===== config.mk =====
export PLATFORM = sky130hd
export DESIGN_NAME = phy_led_bist_mdix_control
export DESIGN_NICKNAME = d
export VERILOG_FILES = /design/src/hw/phy_ctl_pkg.sv /design/src/hw/led_stretch.sv /design/src/hw/phy_led_bist_mdix_control.sv
export VERILOG_INCLUDE_DIRS = /design/src /design/src/hw
export SDC_FILE = /design/constraint.sdc
export NUM_CORES = 1
export LEC_CHECK = 0
export ABC_CLOCK_PERIOD_IN_PS = 2250
export BUFFER_PORTS_ARGS = -buffer_cell sky130_fd_sc_hd__buf_2
export CAP_MARGIN = 20
export CORE_ASPECT_RATIO = 1.5
export CORE_UTILIZATION = 25
export CTS_CLUSTER_DIAMETER = 80
export CTS_CLUSTER_SIZE = 12
export DETAILED_ROUTE_END_ITERATION = 12
export PLACE_DENSITY = 0.45
export SETUP_SLACK_MARGIN = 0.05
export SLEW_MARGIN = 20
export SYNTH_ARGS = -nofsm -noshare
export SYNTH_HDL_FRONTEND = slang
export SYNTH_SLANG_ARGS = --single-unit

===== constraint.sdc =====
create_clock -name clock -period 2.25 [get_ports clock]
set_clock_uncertainty 0.1 [all_clocks]
set_input_delay 0.5625 -clock clock [delete_from_list [all_inputs] [get_ports clock]]
set_output_delay 0.5625 -clock clock [all_outputs]
set_load 0.05 [all_outputs]

===== src/hw/phy_ctl_cfg.svh =====
// Offsets, bit positions, reset values and timing counts of the PHY LED and control registers
`ifndef PHY_CTL_CFG_SVH
`define PHY_CTL_CFG_SVH

// ****************************************
// Register offsets (management register index)
// ****************************************
`define ADDR_LED_OVERRIDE 5'h18
`define ADDR_PHY_CONTROL 5'h19

// ****************************************
// LED override register fields
// ****************************************
`define LED_FIELD_MSB 5
`define LED_SPEED_EN_BIT 5
`define LED_LINK_EN_BIT 4
`define LED_ACT_EN_BIT 3
`define LED_SPEED_VAL_BIT 2
`define LED_LINK_VAL_BIT 1
`define LED_ACT_VAL_BIT 0
`define LED_OVERRIDE_RESET 6'h00

// ****************************************
// PHY control register fields
// ****************************************
`define PHY_AUTO_X_BIT 15
`define PHY_FORCED_X_BIT 14
`define PHY_PAUSE_RX_BIT 13
`define PHY_PAUSE_TX_BIT 12
`define PHY_INJECT_BIT 11
`define PHY_SEQ_SEL_BIT 10
`define PHY_PASS_BIT 9
`define PHY_RUN_BIT 8
`define PHY_BYPASS_BIT 7

// ****************************************
// Pause advertisement bits (within the 2-bit field)
// ****************************************
`define ADV_PAUSE_BIT 0
`define ADV_ASYM_BIT 1

// ****************************************
// Self-test sequence constants
// ****************************************
`define PRBS_SEED 15'h7fff
`define PRBS_WARMUP 4'hf

// ****************************************
// Timing
// ****************************************
`define CLOCK_PERIOD_NS 50
`define LED_STRETCH_TIME_MS 100
`define LED_STRETCH_CYCLES (`LED_STRETCH_TIME_MS * 1000000 / `CLOCK_PERIOD_NS)

`endif


===== src/hw/phy_ctl_pkg.sv =====
// Types shared by the PHY LED and control register block
package phy_ctl_pkg;

    // ****************************************
    // Carriers
    // ****************************************
    // Raw LED status from the PHY core
    typedef struct packed {
        logic speed;
        logic link;
        logic activity;
    } led_status_t;

    // Pause advertisement pair: [1] asymmetric, [0] symmetric
    typedef struct packed {
        logic [1:0] local_adv;
        logic [1:0] partner_adv;
    } pause_adv_t;

    // ****************************************
    // State of the LED stretcher
    // ****************************************
    typedef struct packed {
        logic [23:0] count;
        logic out;
    } stretch_state_t;

    // ****************************************
    // State of the register block
    // ****************************************
    typedef struct packed {
        logic [5:0] led_override;
        logic auto_crossover_en;
        logic forced_crossover;
        logic pause_rx;
        logic pause_tx;
        logic selftest_error_inject;
        logic selftest_sequence_select;
        logic selftest_run;
        logic led_stretch_bypass;
        logic selftest_fail;
        logic [14:0] prbs_gen;
        logic [14:0] prbs_chk;
        logic [3:0] warmup;
        logic tx_bit;
        led_status_t led_out;
        logic [15:0] rd_data;
    } ctl_state_t;

endpackage


===== src/hw/led_stretch.sv =====
// LED pulse stretcher with a bypass
`timescale 1ns/1ps
`include "phy_ctl_cfg.svh"

module led_stretch
    import phy_ctl_pkg::*;
#(
    parameter int unsigned STRETCH_CYCLES = `LED_STRETCH_CYCLES
) (
    input wire logic clock,
    input wire logic srst,
    input wire logic raw,
    input wire logic bypass,
    output logic stretched
);

    localparam logic [23:0] LOAD = 24'(STRETCH_CYCLES - 1);

    stretch_state_t s_reg; // Registered state
    stretch_state_t s_next; // Next state

    // Reload on every active sample, count down otherwise
    always_comb begin
        s_next = s_reg;
        if (raw) begin
            s_next.count = LOAD;
        end else if (s_reg.count != 24'h0) begin
            s_next.count = s_reg.count - 24'h1;
        end
        // Bypass shows the raw status directly
        s_next.out = bypass ? raw : (raw | (s_reg.count != 24'h0));
    end

    // State register
    always_ff @(posedge clock) begin
        if (srst) begin
            s_reg <= '0;
        end else begin
            s_reg <= s_next;
        end
    end

    assign stretched = s_reg.out;

endmodule


===== src/hw/phy_led_bist_mdix_control.sv =====
// LED override, crossover, pause resolution and packet self-test control registers
//
// Functional notes
// - LED register bits 15:6 ignore writes, read zero
// - Speed override enable drives stored speed value
// - Link override enable drives stored link value
// - Activity override enable drives stored activity value
// - LED register reads return stored bits only
// - Auto crossover enable resets from strap pin
// - Forced crossover swaps transmit and receive pairs
// - Pause receive flag resolved from advertisements
// - Pause transmit flag resolved from advertisements
// - Pause flags only for full duplex result
// - Error inject inserts one error, self clears
// - Pass flag; failure latched until test stops
// - Stretch bypass drives LEDs from raw status
`timescale 1ns/1ps
`include "phy_ctl_cfg.svh"

module phy_led_bist_mdix_control
    import phy_ctl_pkg::*;
#(
    parameter int unsigned STRETCH_CYCLES = `LED_STRETCH_CYCLES
) (
    input wire logic clock,
    input wire logic srst,
    input wire logic [4:0] reg_addr,
    input wire logic [15:0] reg_wr_data,
    input wire logic reg_wr,
    input wire logic reg_rd,
    output logic [15:0] reg_rd_data,
    input wire logic strap_auto_crossover,
    input wire logic autoneg_complete,
    input wire logic hcd_full_duplex,
    input wire pause_adv_t pause_adv,
    input wire led_status_t led_status,
    input wire logic selftest_rx_bit,
    output logic selftest_tx_bit,
    output logic selftest_active,
    output logic auto_crossover_en,
    output logic forced_crossover,
    output logic pause_rx_en,
    output logic pause_tx_en,
    output logic speed_led_out,
    output logic link_led_out,
    output logic activity_collision_led_out
);

    // ****************************************
    // Declarations
    // ****************************************
    ctl_state_t s_reg; // Registered state
    ctl_state_t s_next; // Next state
    led_status_t stretched; // Stretched LED status
    logic wr_led; // Write to the LED override register
    logic wr_phy; // Write to the PHY control register
    logic prbs_fb; // Generator feedback bit
    logic prbs_expect; // Checker prediction
    logic pause_ok; // Resolution ended in full duplex
    logic inject_fire; // Pending error goes out now, checker locked
    logic [15:0] phy_view; // Read view of the PHY control register

    assign wr_led = reg_wr && (reg_addr == `ADDR_LED_OVERRIDE);
    assign wr_phy = reg_wr && (reg_addr == `ADDR_PHY_CONTROL);

    // ****************************************
    // LED stretchers
    // ****************************************
    // One stretcher per LED; bypass comes from the control register
    led_stretch #(.STRETCH_CYCLES(STRETCH_CYCLES)) u_stretch_speed (
        .clock(clock),
        .srst(srst),
        .raw(led_status.speed),
        .bypass(s_reg.led_stretch_bypass),
        .stretched(stretched.speed)
    );
    led_stretch #(.STRETCH_CYCLES(STRETCH_CYCLES)) u_stretch_link (
        .clock(clock),
        .srst(srst),
        .raw(led_status.link),
        .bypass(s_reg.led_stretch_bypass),
        .stretched(stretched.link)
    );
    led_stretch #(.STRETCH_CYCLES(STRETCH_CYCLES)) u_stretch_act (
        .clock(clock),
        .srst(srst),
        .raw(led_status.activity),
        .bypass(s_reg.led_stretch_bypass),
        .stretched(stretched.activity)
    );

    // ****************************************
    // Combinational helpers
    // ****************************************
    // Sequence feedback taps for the long and short sequence
    always_comb begin
        if (s_reg.selftest_sequence_select) begin
            prbs_fb = s_reg.prbs_gen[14] ^ s_reg.prbs_gen[13];
            prbs_expect = s_reg.prbs_chk[14] ^ s_reg.prbs_chk[13];
        end else begin
            prbs_fb = s_reg.prbs_gen[8] ^ s_reg.prbs_gen[4];
            prbs_expect = s_reg.prbs_chk[8] ^ s_reg.prbs_chk[4];
        end
    end

    // Pause flags qualified by a full duplex outcome
    assign pause_ok = autoneg_complete && hcd_full_duplex;

    // Inject waits until the checker has locked; an error in its warm-up would go unseen
    assign inject_fire = s_reg.selftest_error_inject && s_reg.selftest_run
        && (s_reg.warmup == `PRBS_WARMUP);

    // Read view of the PHY control register, lower bits zero
    always_comb begin
        phy_view = 16'h0000;
        phy_view[`PHY_AUTO_X_BIT] = s_reg.auto_crossover_en;
        phy_view[`PHY_FORCED_X_BIT] = s_reg.forced_crossover;
        phy_view[`PHY_PAUSE_RX_BIT] = s_reg.pause_rx;
        phy_view[`PHY_PAUSE_TX_BIT] = s_reg.pause_tx;
        phy_view[`PHY_INJECT_BIT] = s_reg.selftest_error_inject;
        phy_view[`PHY_SEQ_SEL_BIT] = s_reg.selftest_sequence_select;
        phy_view[`PHY_PASS_BIT] = s_reg.selftest_run && !s_reg.selftest_fail;
        phy_view[`PHY_RUN_BIT] = s_reg.selftest_run;
        phy_view[`PHY_BYPASS_BIT] = s_reg.led_stretch_bypass;
    end

    // ****************************************
    // Next state
    // ****************************************
    always_comb begin
        s_next = s_reg;
        s_next.rd_data = 16'h0000;

        // LED override register; only bits 5:0 are stored
        if (wr_led) begin
            s_next.led_override = reg_wr_data[`LED_FIELD_MSB:0];
        end

        // Hardware clear of the inject bit once the error went out
        if (inject_fire) begin
            s_next.selftest_error_inject = 1'b0;
        end

        // PHY control writable bits; a new inject write wins over the clear
        if (wr_phy) begin
            s_next.auto_crossover_en = reg_wr_data[`PHY_AUTO_X_BIT];
            s_next.forced_crossover = reg_wr_data[`PHY_FORCED_X_BIT];
            s_next.selftest_sequence_select = reg_wr_data[`PHY_SEQ_SEL_BIT];
            s_next.selftest_run = reg_wr_data[`PHY_RUN_BIT];
            s_next.led_stretch_bypass = reg_wr_data[`PHY_BYPASS_BIT];
            if (reg_wr_data[`PHY_INJECT_BIT]) begin
                s_next.selftest_error_inject = 1'b1;
            end
        end

        // Pause resolution: both symmetric, or asymmetric one way
        s_next.pause_rx = 1'b0;
        s_next.pause_tx = 1'b0;
        if (pause_ok) begin
            if (pause_adv.local_adv[`ADV_PAUSE_BIT] && pause_adv.partner_adv[`ADV_PAUSE_BIT]) begin
                s_next.pause_rx = 1'b1;
                s_next.pause_tx = 1'b1;
            end else if (pause_adv.local_adv == 2'b10 && pause_adv.partner_adv == 2'b11) begin
                s_next.pause_tx = 1'b1;
            end else if (pause_adv.local_adv == 2'b11 && pause_adv.partner_adv == 2'b10) begin
                s_next.pause_rx = 1'b1;
            end
        end

        // Packet self-test generator and self-synchronising checker
        // Idle line and checker history hold the seed level, so stale bits ahead of the
        // stream look like the seed and cannot trip the checker once warm-up is over
        if (!s_reg.selftest_run) begin
            s_next.prbs_gen = `PRBS_SEED;
            s_next.prbs_chk = `PRBS_SEED;
            s_next.warmup = 4'h0;
            s_next.selftest_fail = 1'b0;
            s_next.tx_bit = 1'b1;
        end else begin
            s_next.prbs_gen = {s_reg.prbs_gen[13:0], prbs_fb};
            s_next.tx_bit = prbs_fb ^ inject_fire;
            s_next.prbs_chk = {s_reg.prbs_chk[13:0], selftest_rx_bit};
            if (s_reg.warmup != `PRBS_WARMUP) begin
                s_next.warmup = s_reg.warmup + 4'h1;
            end else if (selftest_rx_bit != prbs_expect) begin
                s_next.selftest_fail = 1'b1;
            end
        end

        // LED outputs: override first, else stretched or raw status
        s_next.led_out.speed = s_reg.led_override[`LED_SPEED_EN_BIT] ?
            s_reg.led_override[`LED_SPEED_VAL_BIT] : stretched.speed;
        s_next.led_out.link = s_reg.led_override[`LED_LINK_EN_BIT] ?
            s_reg.led_override[`LED_LINK_VAL_BIT] : stretched.link;
        s_next.led_out.activity = s_reg.led_override[`LED_ACT_EN_BIT] ?
            s_reg.led_override[`LED_ACT_VAL_BIT] : stretched.activity;

        // Read data, valid in the cycle after the strobe
        if (reg_rd) begin
            unique case (reg_addr)
                `ADDR_LED_OVERRIDE: begin
                    s_next.rd_data = {10'h000, s_reg.led_override};
                end
                `ADDR_PHY_CONTROL: begin
                    s_next.rd_data = phy_view;
                end
                default: begin
                    s_next.rd_data = 16'h0000;
                end
            endcase
        end
    end

    // ****************************************
    // State register
    // ****************************************
    // Strap level is caught while reset is held
    always_ff @(posedge clock) begin
        if (srst) begin
            s_reg <= '0;
            s_reg.led_override <= `LED_OVERRIDE_RESET;
            s_reg.auto_crossover_en <= strap_auto_crossover;
        end else begin
            s_reg <= s_next;
        end
    end

    // ****************************************
    // Outputs
    // ****************************************
    assign reg_rd_data = s_reg.rd_data;
    assign selftest_tx_bit = s_reg.tx_bit;
    assign selftest_active = s_reg.selftest_run;
    assign auto_crossover_en = s_reg.auto_crossover_en;
    assign forced_crossover = s_reg.forced_crossover;
    assign pause_rx_en = s_reg.pause_rx;
    assign pause_tx_en = s_reg.pause_tx;
    assign speed_led_out = s_reg.led_out.speed;
    assign link_led_out = s_reg.led_out.link;
    assign activity_collision_led_out = s_reg.led_out.activity;
endmodule


==> flow_metrics.env, run 1 <==
export IMPL_netSwitchingFraction_pct=25.0
export IMPL_start_util_pct=25.6
export IMPL_num_rows=69
export IMPL_pwr_share_seq_pct=45.4
export IMPL_place_inst=1077
export IMPL_grt_use_met1_pct=13.1
export IMPL_required_ps=2510
export IMPL_die_y_um=193
export IMPL_p_switching_w=0.00150
export IMPL_synth_top_cell_area_share_pct=46.5
export IMPL_synthTopCellsByCount="dfxtp_1, a21oi_1, nor2_1"
export IMPL_placed_area_mm2=0.00713
export IMPL_clk_path_buf_depth=2
export IMPL_seqCellArea_mm2=0.00288
export IMPL_cp_common_cell="or4_4"
export IMPL_post_route_drc_count=0
export IMPL_globalRouteMet2Util_pct=20.9
export IMPL_antenna_found_initial=1
export IMPL_syn_instance_count=681
export IMPL_rsz0062_at_grt="yes"
export IMPL_synth_cell_type_count=57
export IMPL_numCtsBuffers=17
export IMPL_layout_drive_gt1_share_pct=28.2
export IMPL_grt_usage_pct=11.9
export IMPL_path_clk_slew_ps=60
export IMPL_grt_pass1_wl_um=23600
export IMPL_crit_type="flop to flop"
export IMPL_power_density_mw_per_mm2=757
export IMPL_multi_input_area_mm2=0.00304
export IMPL_yosys_warnings=0
export IMPL_critPathSlowestCell="or4_4"
export IMPL_finalHoldViolCount=0
export IMPL_wl_per_cell_um=12.5
export IMPL_synth_area_per_cell_um2=8.97
export IMPL_layout_setup_ws_ps=-74.3
export IMPL_pwr_share_comb_pct=12.5
export IMPL_min_period_over_period_pct=103
export IMPL_grt_overflow_total=0
export IMPL_fin_area_mm2=0.00792
export IMPL_die_w_um=130
export IMPL_whs_ps=271
export IMPL_largest_register_ffs=41
export IMPL_synth_area_leaders="dfxtp_1, a21oi_1, xor2_1"
export IMPL_seq_area_frac_synth_pct=47.0
export IMPL_p_int_w=0.00450
export IMPL_syn_nets=724
export IMPL_vdd_drop_max_mv=0.542
export IMPL_cts_max_level=4
export IMPL_final_cell_count_no_fill=1115
export IMPL_drt_total_wl_um=13900
export IMPL_cp_end_kind="flop"
export IMPL_area_growth_pct=29.6
export IMPL_synth_top_area_cell="dfxtp_1"
export IMPL_grt_max_degree=36
export IMPL_grt_pass1_vias=4985
export IMPL_p_leak_nw=3.20
export IMPL_synth_edf_count=1
export IMPL_busiest_layer="met2"
export IMPL_cp_cell_sequence="or4_4 -> or4_4 -> or3_4 -> mux2_4 -> a21oi_2"
export IMPL_synth_seq_cells=143
export IMPL_cap_viol_max_count=0
export IMPL_slowest_delay_ps=530
export IMPL_vias=5024
export IMPL_port_buffers=55
export IMPL_drtAntennaViolNets=0
export IMPL_coreArea_mm2=0.0238
export IMPL_die_area_mm2=0.0251
export IMPL_via_per_inst=4.51
export IMPL_hp_class="input pin to flop"
export IMPL_synthFlopType="dfxtp_1"
export IMPL_cp_start_kind="flop"
export IMPL_cts_root_buf="clkbuf_16"
export IMPL_gp_congestion=0.719
export IMPL_period_minus_slack_ps=2320
export IMPL_fmax_ghz=0.430
export IMPL_gr_usage_met3_pct=3.37
export IMPL_worst_ep_arrival_time_ps=2580
export IMPL_floorplan_io_pins=61
export IMPL_cts_tree="built"
export IMPL_p_clk_share_pct=42.1
export IMPL_synthArstFlopShare_pct=0
export IMPL_setup_violations=8
export IMPL_hpwl_um=9980
export IMPL_syn_area_mm2=0.00611
export IMPL_dr_pass1_iters=4
export IMPL_cts_sinks=143
export IMPL_fin_nets=828
export IMPL_insertion_delay_ps=430
export IMPL_crit_fanout=6
export IMPL_status="complete, but fails checks"
export IMPL_drv_slew=0
export IMPL_nFillCells=2522
export IMPL_synth_most_common_cell="dfxtp_1"
export IMPL_initialDrtViolationCount=207
export IMPL_violations="setup timing"
## logic make-up after synthesis
| kind of cell | count (synthesis) | share of synthesized area [%] |
|---|---|---|
| buffers and inverters | 94 | 6.94 |
| other | 1 | 0.0614 |
| xor gates and xnor gates | 43 | 6.16 |
| and+or+nand+nor | 223 | 20.9 |
| DFF | 143 | 47.0 |
| AOI/OAI and AO/OA | 154 | 14.8 |
| adders and majority gates | 7 | 1.43 |
| muxes | 16 | 2.70 |
## stage by stage
| step | total power (W) | utilization [%] | setup TNS, ps | setup WS (ps) |
|---|---|---|---|---|
| detailed placement | 0.00346 | 29.9 | -257 | -58.7 |
| global route | 0.00629 | 33.2 | -1660 | -126 |
| CTS | 0.00606 | 32.6 | -109 | -77.5 |
| finish | 0.00600 | 33.2 | -246 | -74.3 |
| floorplan | 0.00319 | - | -121 | -121 |
| global placement | 0.00346 | 29.9 | -130 | -49.8 |
## layout make-up
cell class | instances | share of cell area (%)
Antenna cell | 1 | 0.0316
Clock buffer | 23 | 6.16
Clock inverter | 6 | 0.458
Inverter | 42 | 1.99
Multi-Input combinational cell | 445 | 38.4
Sequential cell | 143 | 36.3
Tap cell | 319 | 5.04
Timing Repair Buffer | 136 | 11.6
## power groups by stage
| stage | clock network [W] | registers (W) | logic, W |
|---|---|---|---|
| floorplan | 0 | 0.00279 | 0.000406 |
| global placement | 0 | 0.00277 | 0.000693 |
| detailed placement | 0 | 0.00277 | 0.000694 |
| CTS | 0.00262 | 0.00272 | 0.000726 |
| global route | 0.00272 | 0.00273 | 0.000833 |
| finish | 0.00253 | 0.00272 | 0.000747 |
## layout by cell type, fill, tap and decap left out, drive strengths merged, types with 17 or more instances in the layout
cell type and instances:
a21oi 83, buf 136, clkbuf 23, dfxtp 142, inv 42, nor2 59
nor3 18, o21ai 25, or3 19, or4 23, xnor2 17, xor2 26
## final timing paths
path,startpoint,end,slack (ps),cells past startpoint
hold / removal,reg_wr_data[2],s_reg[65],270,3
setup reg to reg,u_stretch_act.s_reg[21],u_stretch_act.s_reg[2],-70,5
hold reg to reg,s_reg[54],reg_rd_data[9],330,1
setup / recovery,u_stretch_act.s_reg[21],u_stretch_act.s_reg[2],-70,5
## critical path: cells and delay by family, from the launching register on
family | cells | cell delay [ps]
simple gates | 3 | 1410
flops | 1 | 320
mux | 1 | 310
compound gates | 1 | 120
## metal layers
metal / wire [um] / part of all wire (%)
met1: 6010 / 43
met2: 7130 / 51
met3: 559 / 4.0
met4: 247 / 1.8
met5: 0 / 0
## timing repair
action                                  4_1_cts  5_1_grt
buffers inserted                              4        3
pin swaps                                     4       20
hold buffers                                  0        0
resized for setup                            20       30
endpoints found under the setup margin       28       48
gates cloned                                  0        1
endpoints found under the hold margin         0        0
Power figures use the tool's default switching activity.
==> inputs of run 2 (changes only) <==
Settings changed: SYNTH_HIERARCHICAL set to 1.
==> flow_metrics.env, run 2 <==
export IMPL_status="complete, but fails checks"
export IMPL_violations="setup timing"
export IMPL_period_minus_slack_ps=2470
export IMPL_drtAntennaViolNets=0
export IMPL_finish_utilization_pct=34.3
export IMPL_vias=5464
export IMPL_area_growth_pct=34.8
export IMPL_seq_area_frac_synth_pct=45.1
export IMPL_cts_hold_buffers=0
export IMPL_num_rows=71
export IMPL_rsz0062_at_grt="yes"
export IMPL_synth_area_leaders="dfxtp_1, a21oi_1, inv_1"
export IMPL_drv_slew=0
export IMPL_tns_ps=-3400
export IMPL_synthFlopType="dfxtp_1"
export IMPL_power_density_mw_per_mm2=717
export IMPL_largest_register_ffs=41
export IMPL_worstHoldPathCells=3
export IMPL_grt_pass1_vias=5444
export IMPL_antenna_found_initial=0
export IMPL_antenna_cells=0
export IMPL_hp_class="input pin to flop"
export IMPL_path_clk_slew_ps=60
export IMPL_hpwl_um=11100
export IMPL_synth_top_area_cell="dfxtp_1"
export IMPL_cts_tree="built"
export IMPL_p_leak_nw=3.44
export IMPL_worst_pin_slew_ps=578
export IMPL_crit_fanout=8
export IMPL_cts_root_buf="clkbuf_16"
export IMPL_busiest_layer="met2"
export IMPL_wl_per_cell_um=13.5
export IMPL_grt_usage_pct=12.8
export IMPL_vdd_drop_max_mv=0.384
export IMPL_grt_use_met1_pct=13.3
export IMPL_min_period_over_period_pct=110
export IMPL_cts_sinks=143
export IMPL_synth_most_common_cell="dfxtp_1"
export IMPL_reg2reg_depth=6
export IMPL_layout_drive_gt1_share_pct=33.3
export IMPL_finalHoldViolCount=0
export IMPL_fin_total_pwr_w=0.00616
export IMPL_syn_area_mm2=0.00637
export IMPL_crit_type="flop to flop"
export IMPL_whs_ps=271
export IMPL_seqCellArea_mm2=0.00288
export IMPL_post_route_drc_count=0
export IMPL_required_ps=2510
export IMPL_grt_overflow_total=0
export IMPL_grt_max_degree=37
export IMPL_synthArstFlopShare_pct=0
export IMPL_cp_start_kind="flop"
export IMPL_layout_setup_ws_ps=-216
export IMPL_coreArea_mm2=0.0251
export IMPL_fin_nets=887
export IMPL_die_area_mm2=0.0262
export IMPL_drt_total_wl_um=15900
export IMPL_fmax_ghz=0.406
export IMPL_nFillCells=2595
export IMPL_synth_cell_type_count=55
export IMPL_syn_nets=758
export IMPL_synth_seq_cells=143
export IMPL_final_cell_mix="dfxtp_1, buf_4, a21oi_1, inv_1, nor2_1"
export IMPL_place_inst=1138
export IMPL_insertion_delay_ps=430
export IMPL_cts_max_level=4
export IMPL_floorplan_io_pins=61
export IMPL_port_buffers=55
export IMPL_layout_commonest_cell="dfxtp_1"
export IMPL_slew_headroom_pct=61.1
export IMPL_worst_ep_arrival_time_ps=2720
export IMPL_syn_instance_count=715
export IMPL_synth_area_per_cell_um2=8.91
export IMPL_start_util_pct=25.4
export IMPL_final_cell_count_no_fill=1184
export IMPL_dr_pass1_iters=4
export IMPL_initialDrtViolationCount=174
export IMPL_numCtsBuffers=17
export IMPL_setup_violations=34
export IMPL_via_per_inst=4.61
export IMPL_cp_end_kind="flop"
export IMPL_synth_top_cell_area_share_pct=44.6
export IMPL_synthTopCellsByCount="dfxtp_1, a21oi_1, inv_1"
export IMPL_synth_edf_count=1
export IMPL_cap_viol_max_count=0
export IMPL_multi_input_area_mm2=0.00338
export IMPL_gp_congestion=0.758
export IMPL_gr_usage_met3_pct=2.39
export IMPL_globalRouteMet2Util_pct=24.9
export IMPL_die_w_um=132
export IMPL_grt_pass1_wl_um=26500
export IMPL_yosys_warnings=6
export IMPL_die_y_um=198
export IMPL_clk_path_buf_depth=2
[run 2: final cells by class]
class | count | share of cell area [%]
multi-input combinational | 463 | 39.3
sequential | 143 | 33.5
timing repair buffer | 161 | 13.4
clock buffer | 18 | 5.24
tap | 328 | 4.78
inverter | 58 | 2.53
clock inverter | 13 | 1.21
[run 2: worst paths after layout]
path	start	to	slack, ps
max	u_stretch_act/s_reg[9]	u_stretch_act/s_reg[20]	-220
min	reg_wr_data[8]	selftest_active	270
max reg2reg	u_stretch_act/s_reg[9]	u_stretch_act/s_reg[20]	-220
min reg2reg	s_reg[49]	s_reg[50]	330
[run 2: report_power, final]
group	leakage (nW)	total, W	switching, W	internal, W
Clock	0.274	0.00265	0.00116	0.00149
Combinational	1.99	0.000795	0.000419	0.000376
Sequential	1.18	0.00272	0.0000749	0.00264
Total	3.44	0.00616	0.00165	0.00451
[run 2: metal layers]
| metal | routed length [um] | vias up |
|---|---|---|
| met5 | 0 | - |
| met4 | 225 | 0 |
| met3 | 318 | 12 |
| met2 | 8770 | 52 |
| met1 | 6610 | 2586 |
| li1 | - | 2814 |
[run 2: through the flow]
step	area (um2)	setup slack, ps
floorplan	6420	-341
global placement	7470	-334
detailed placement	7470	-286
CTS	8390	-221
global route	8590	-274
finish	8590	-216
[run 2: what timing repair did]
action | CTS | global route
buffers inserted | 7 | 7
cloned | 2 | 1
pin swaps | 33 | 19
setup endpoints to repair | 48 | 57
resized for setup | 66 | 36
[run 2: worst max-delay path, stage by stage, from the launching register on]
cell and delay (ps):
dfxtp_2 310, or4_4 540, or4_4 430, or3_4 340
buf_6 140, or4_1 400, a31oi_1 140
[run 2: cells by family (layout without fill, tap and decap cells)]
logic type,count (synthesis),in the layout,synth area share [%]
mux,24,24,3.83
buf+inv,109,250,8.48
simple gates,252,252,23.1
fa+ha+maj,7,7,1.37
other cells,1,1,0.0588
xor+xnor,15,15,2.06
flops,143,143,45.1
compound gates,164,164,16.0
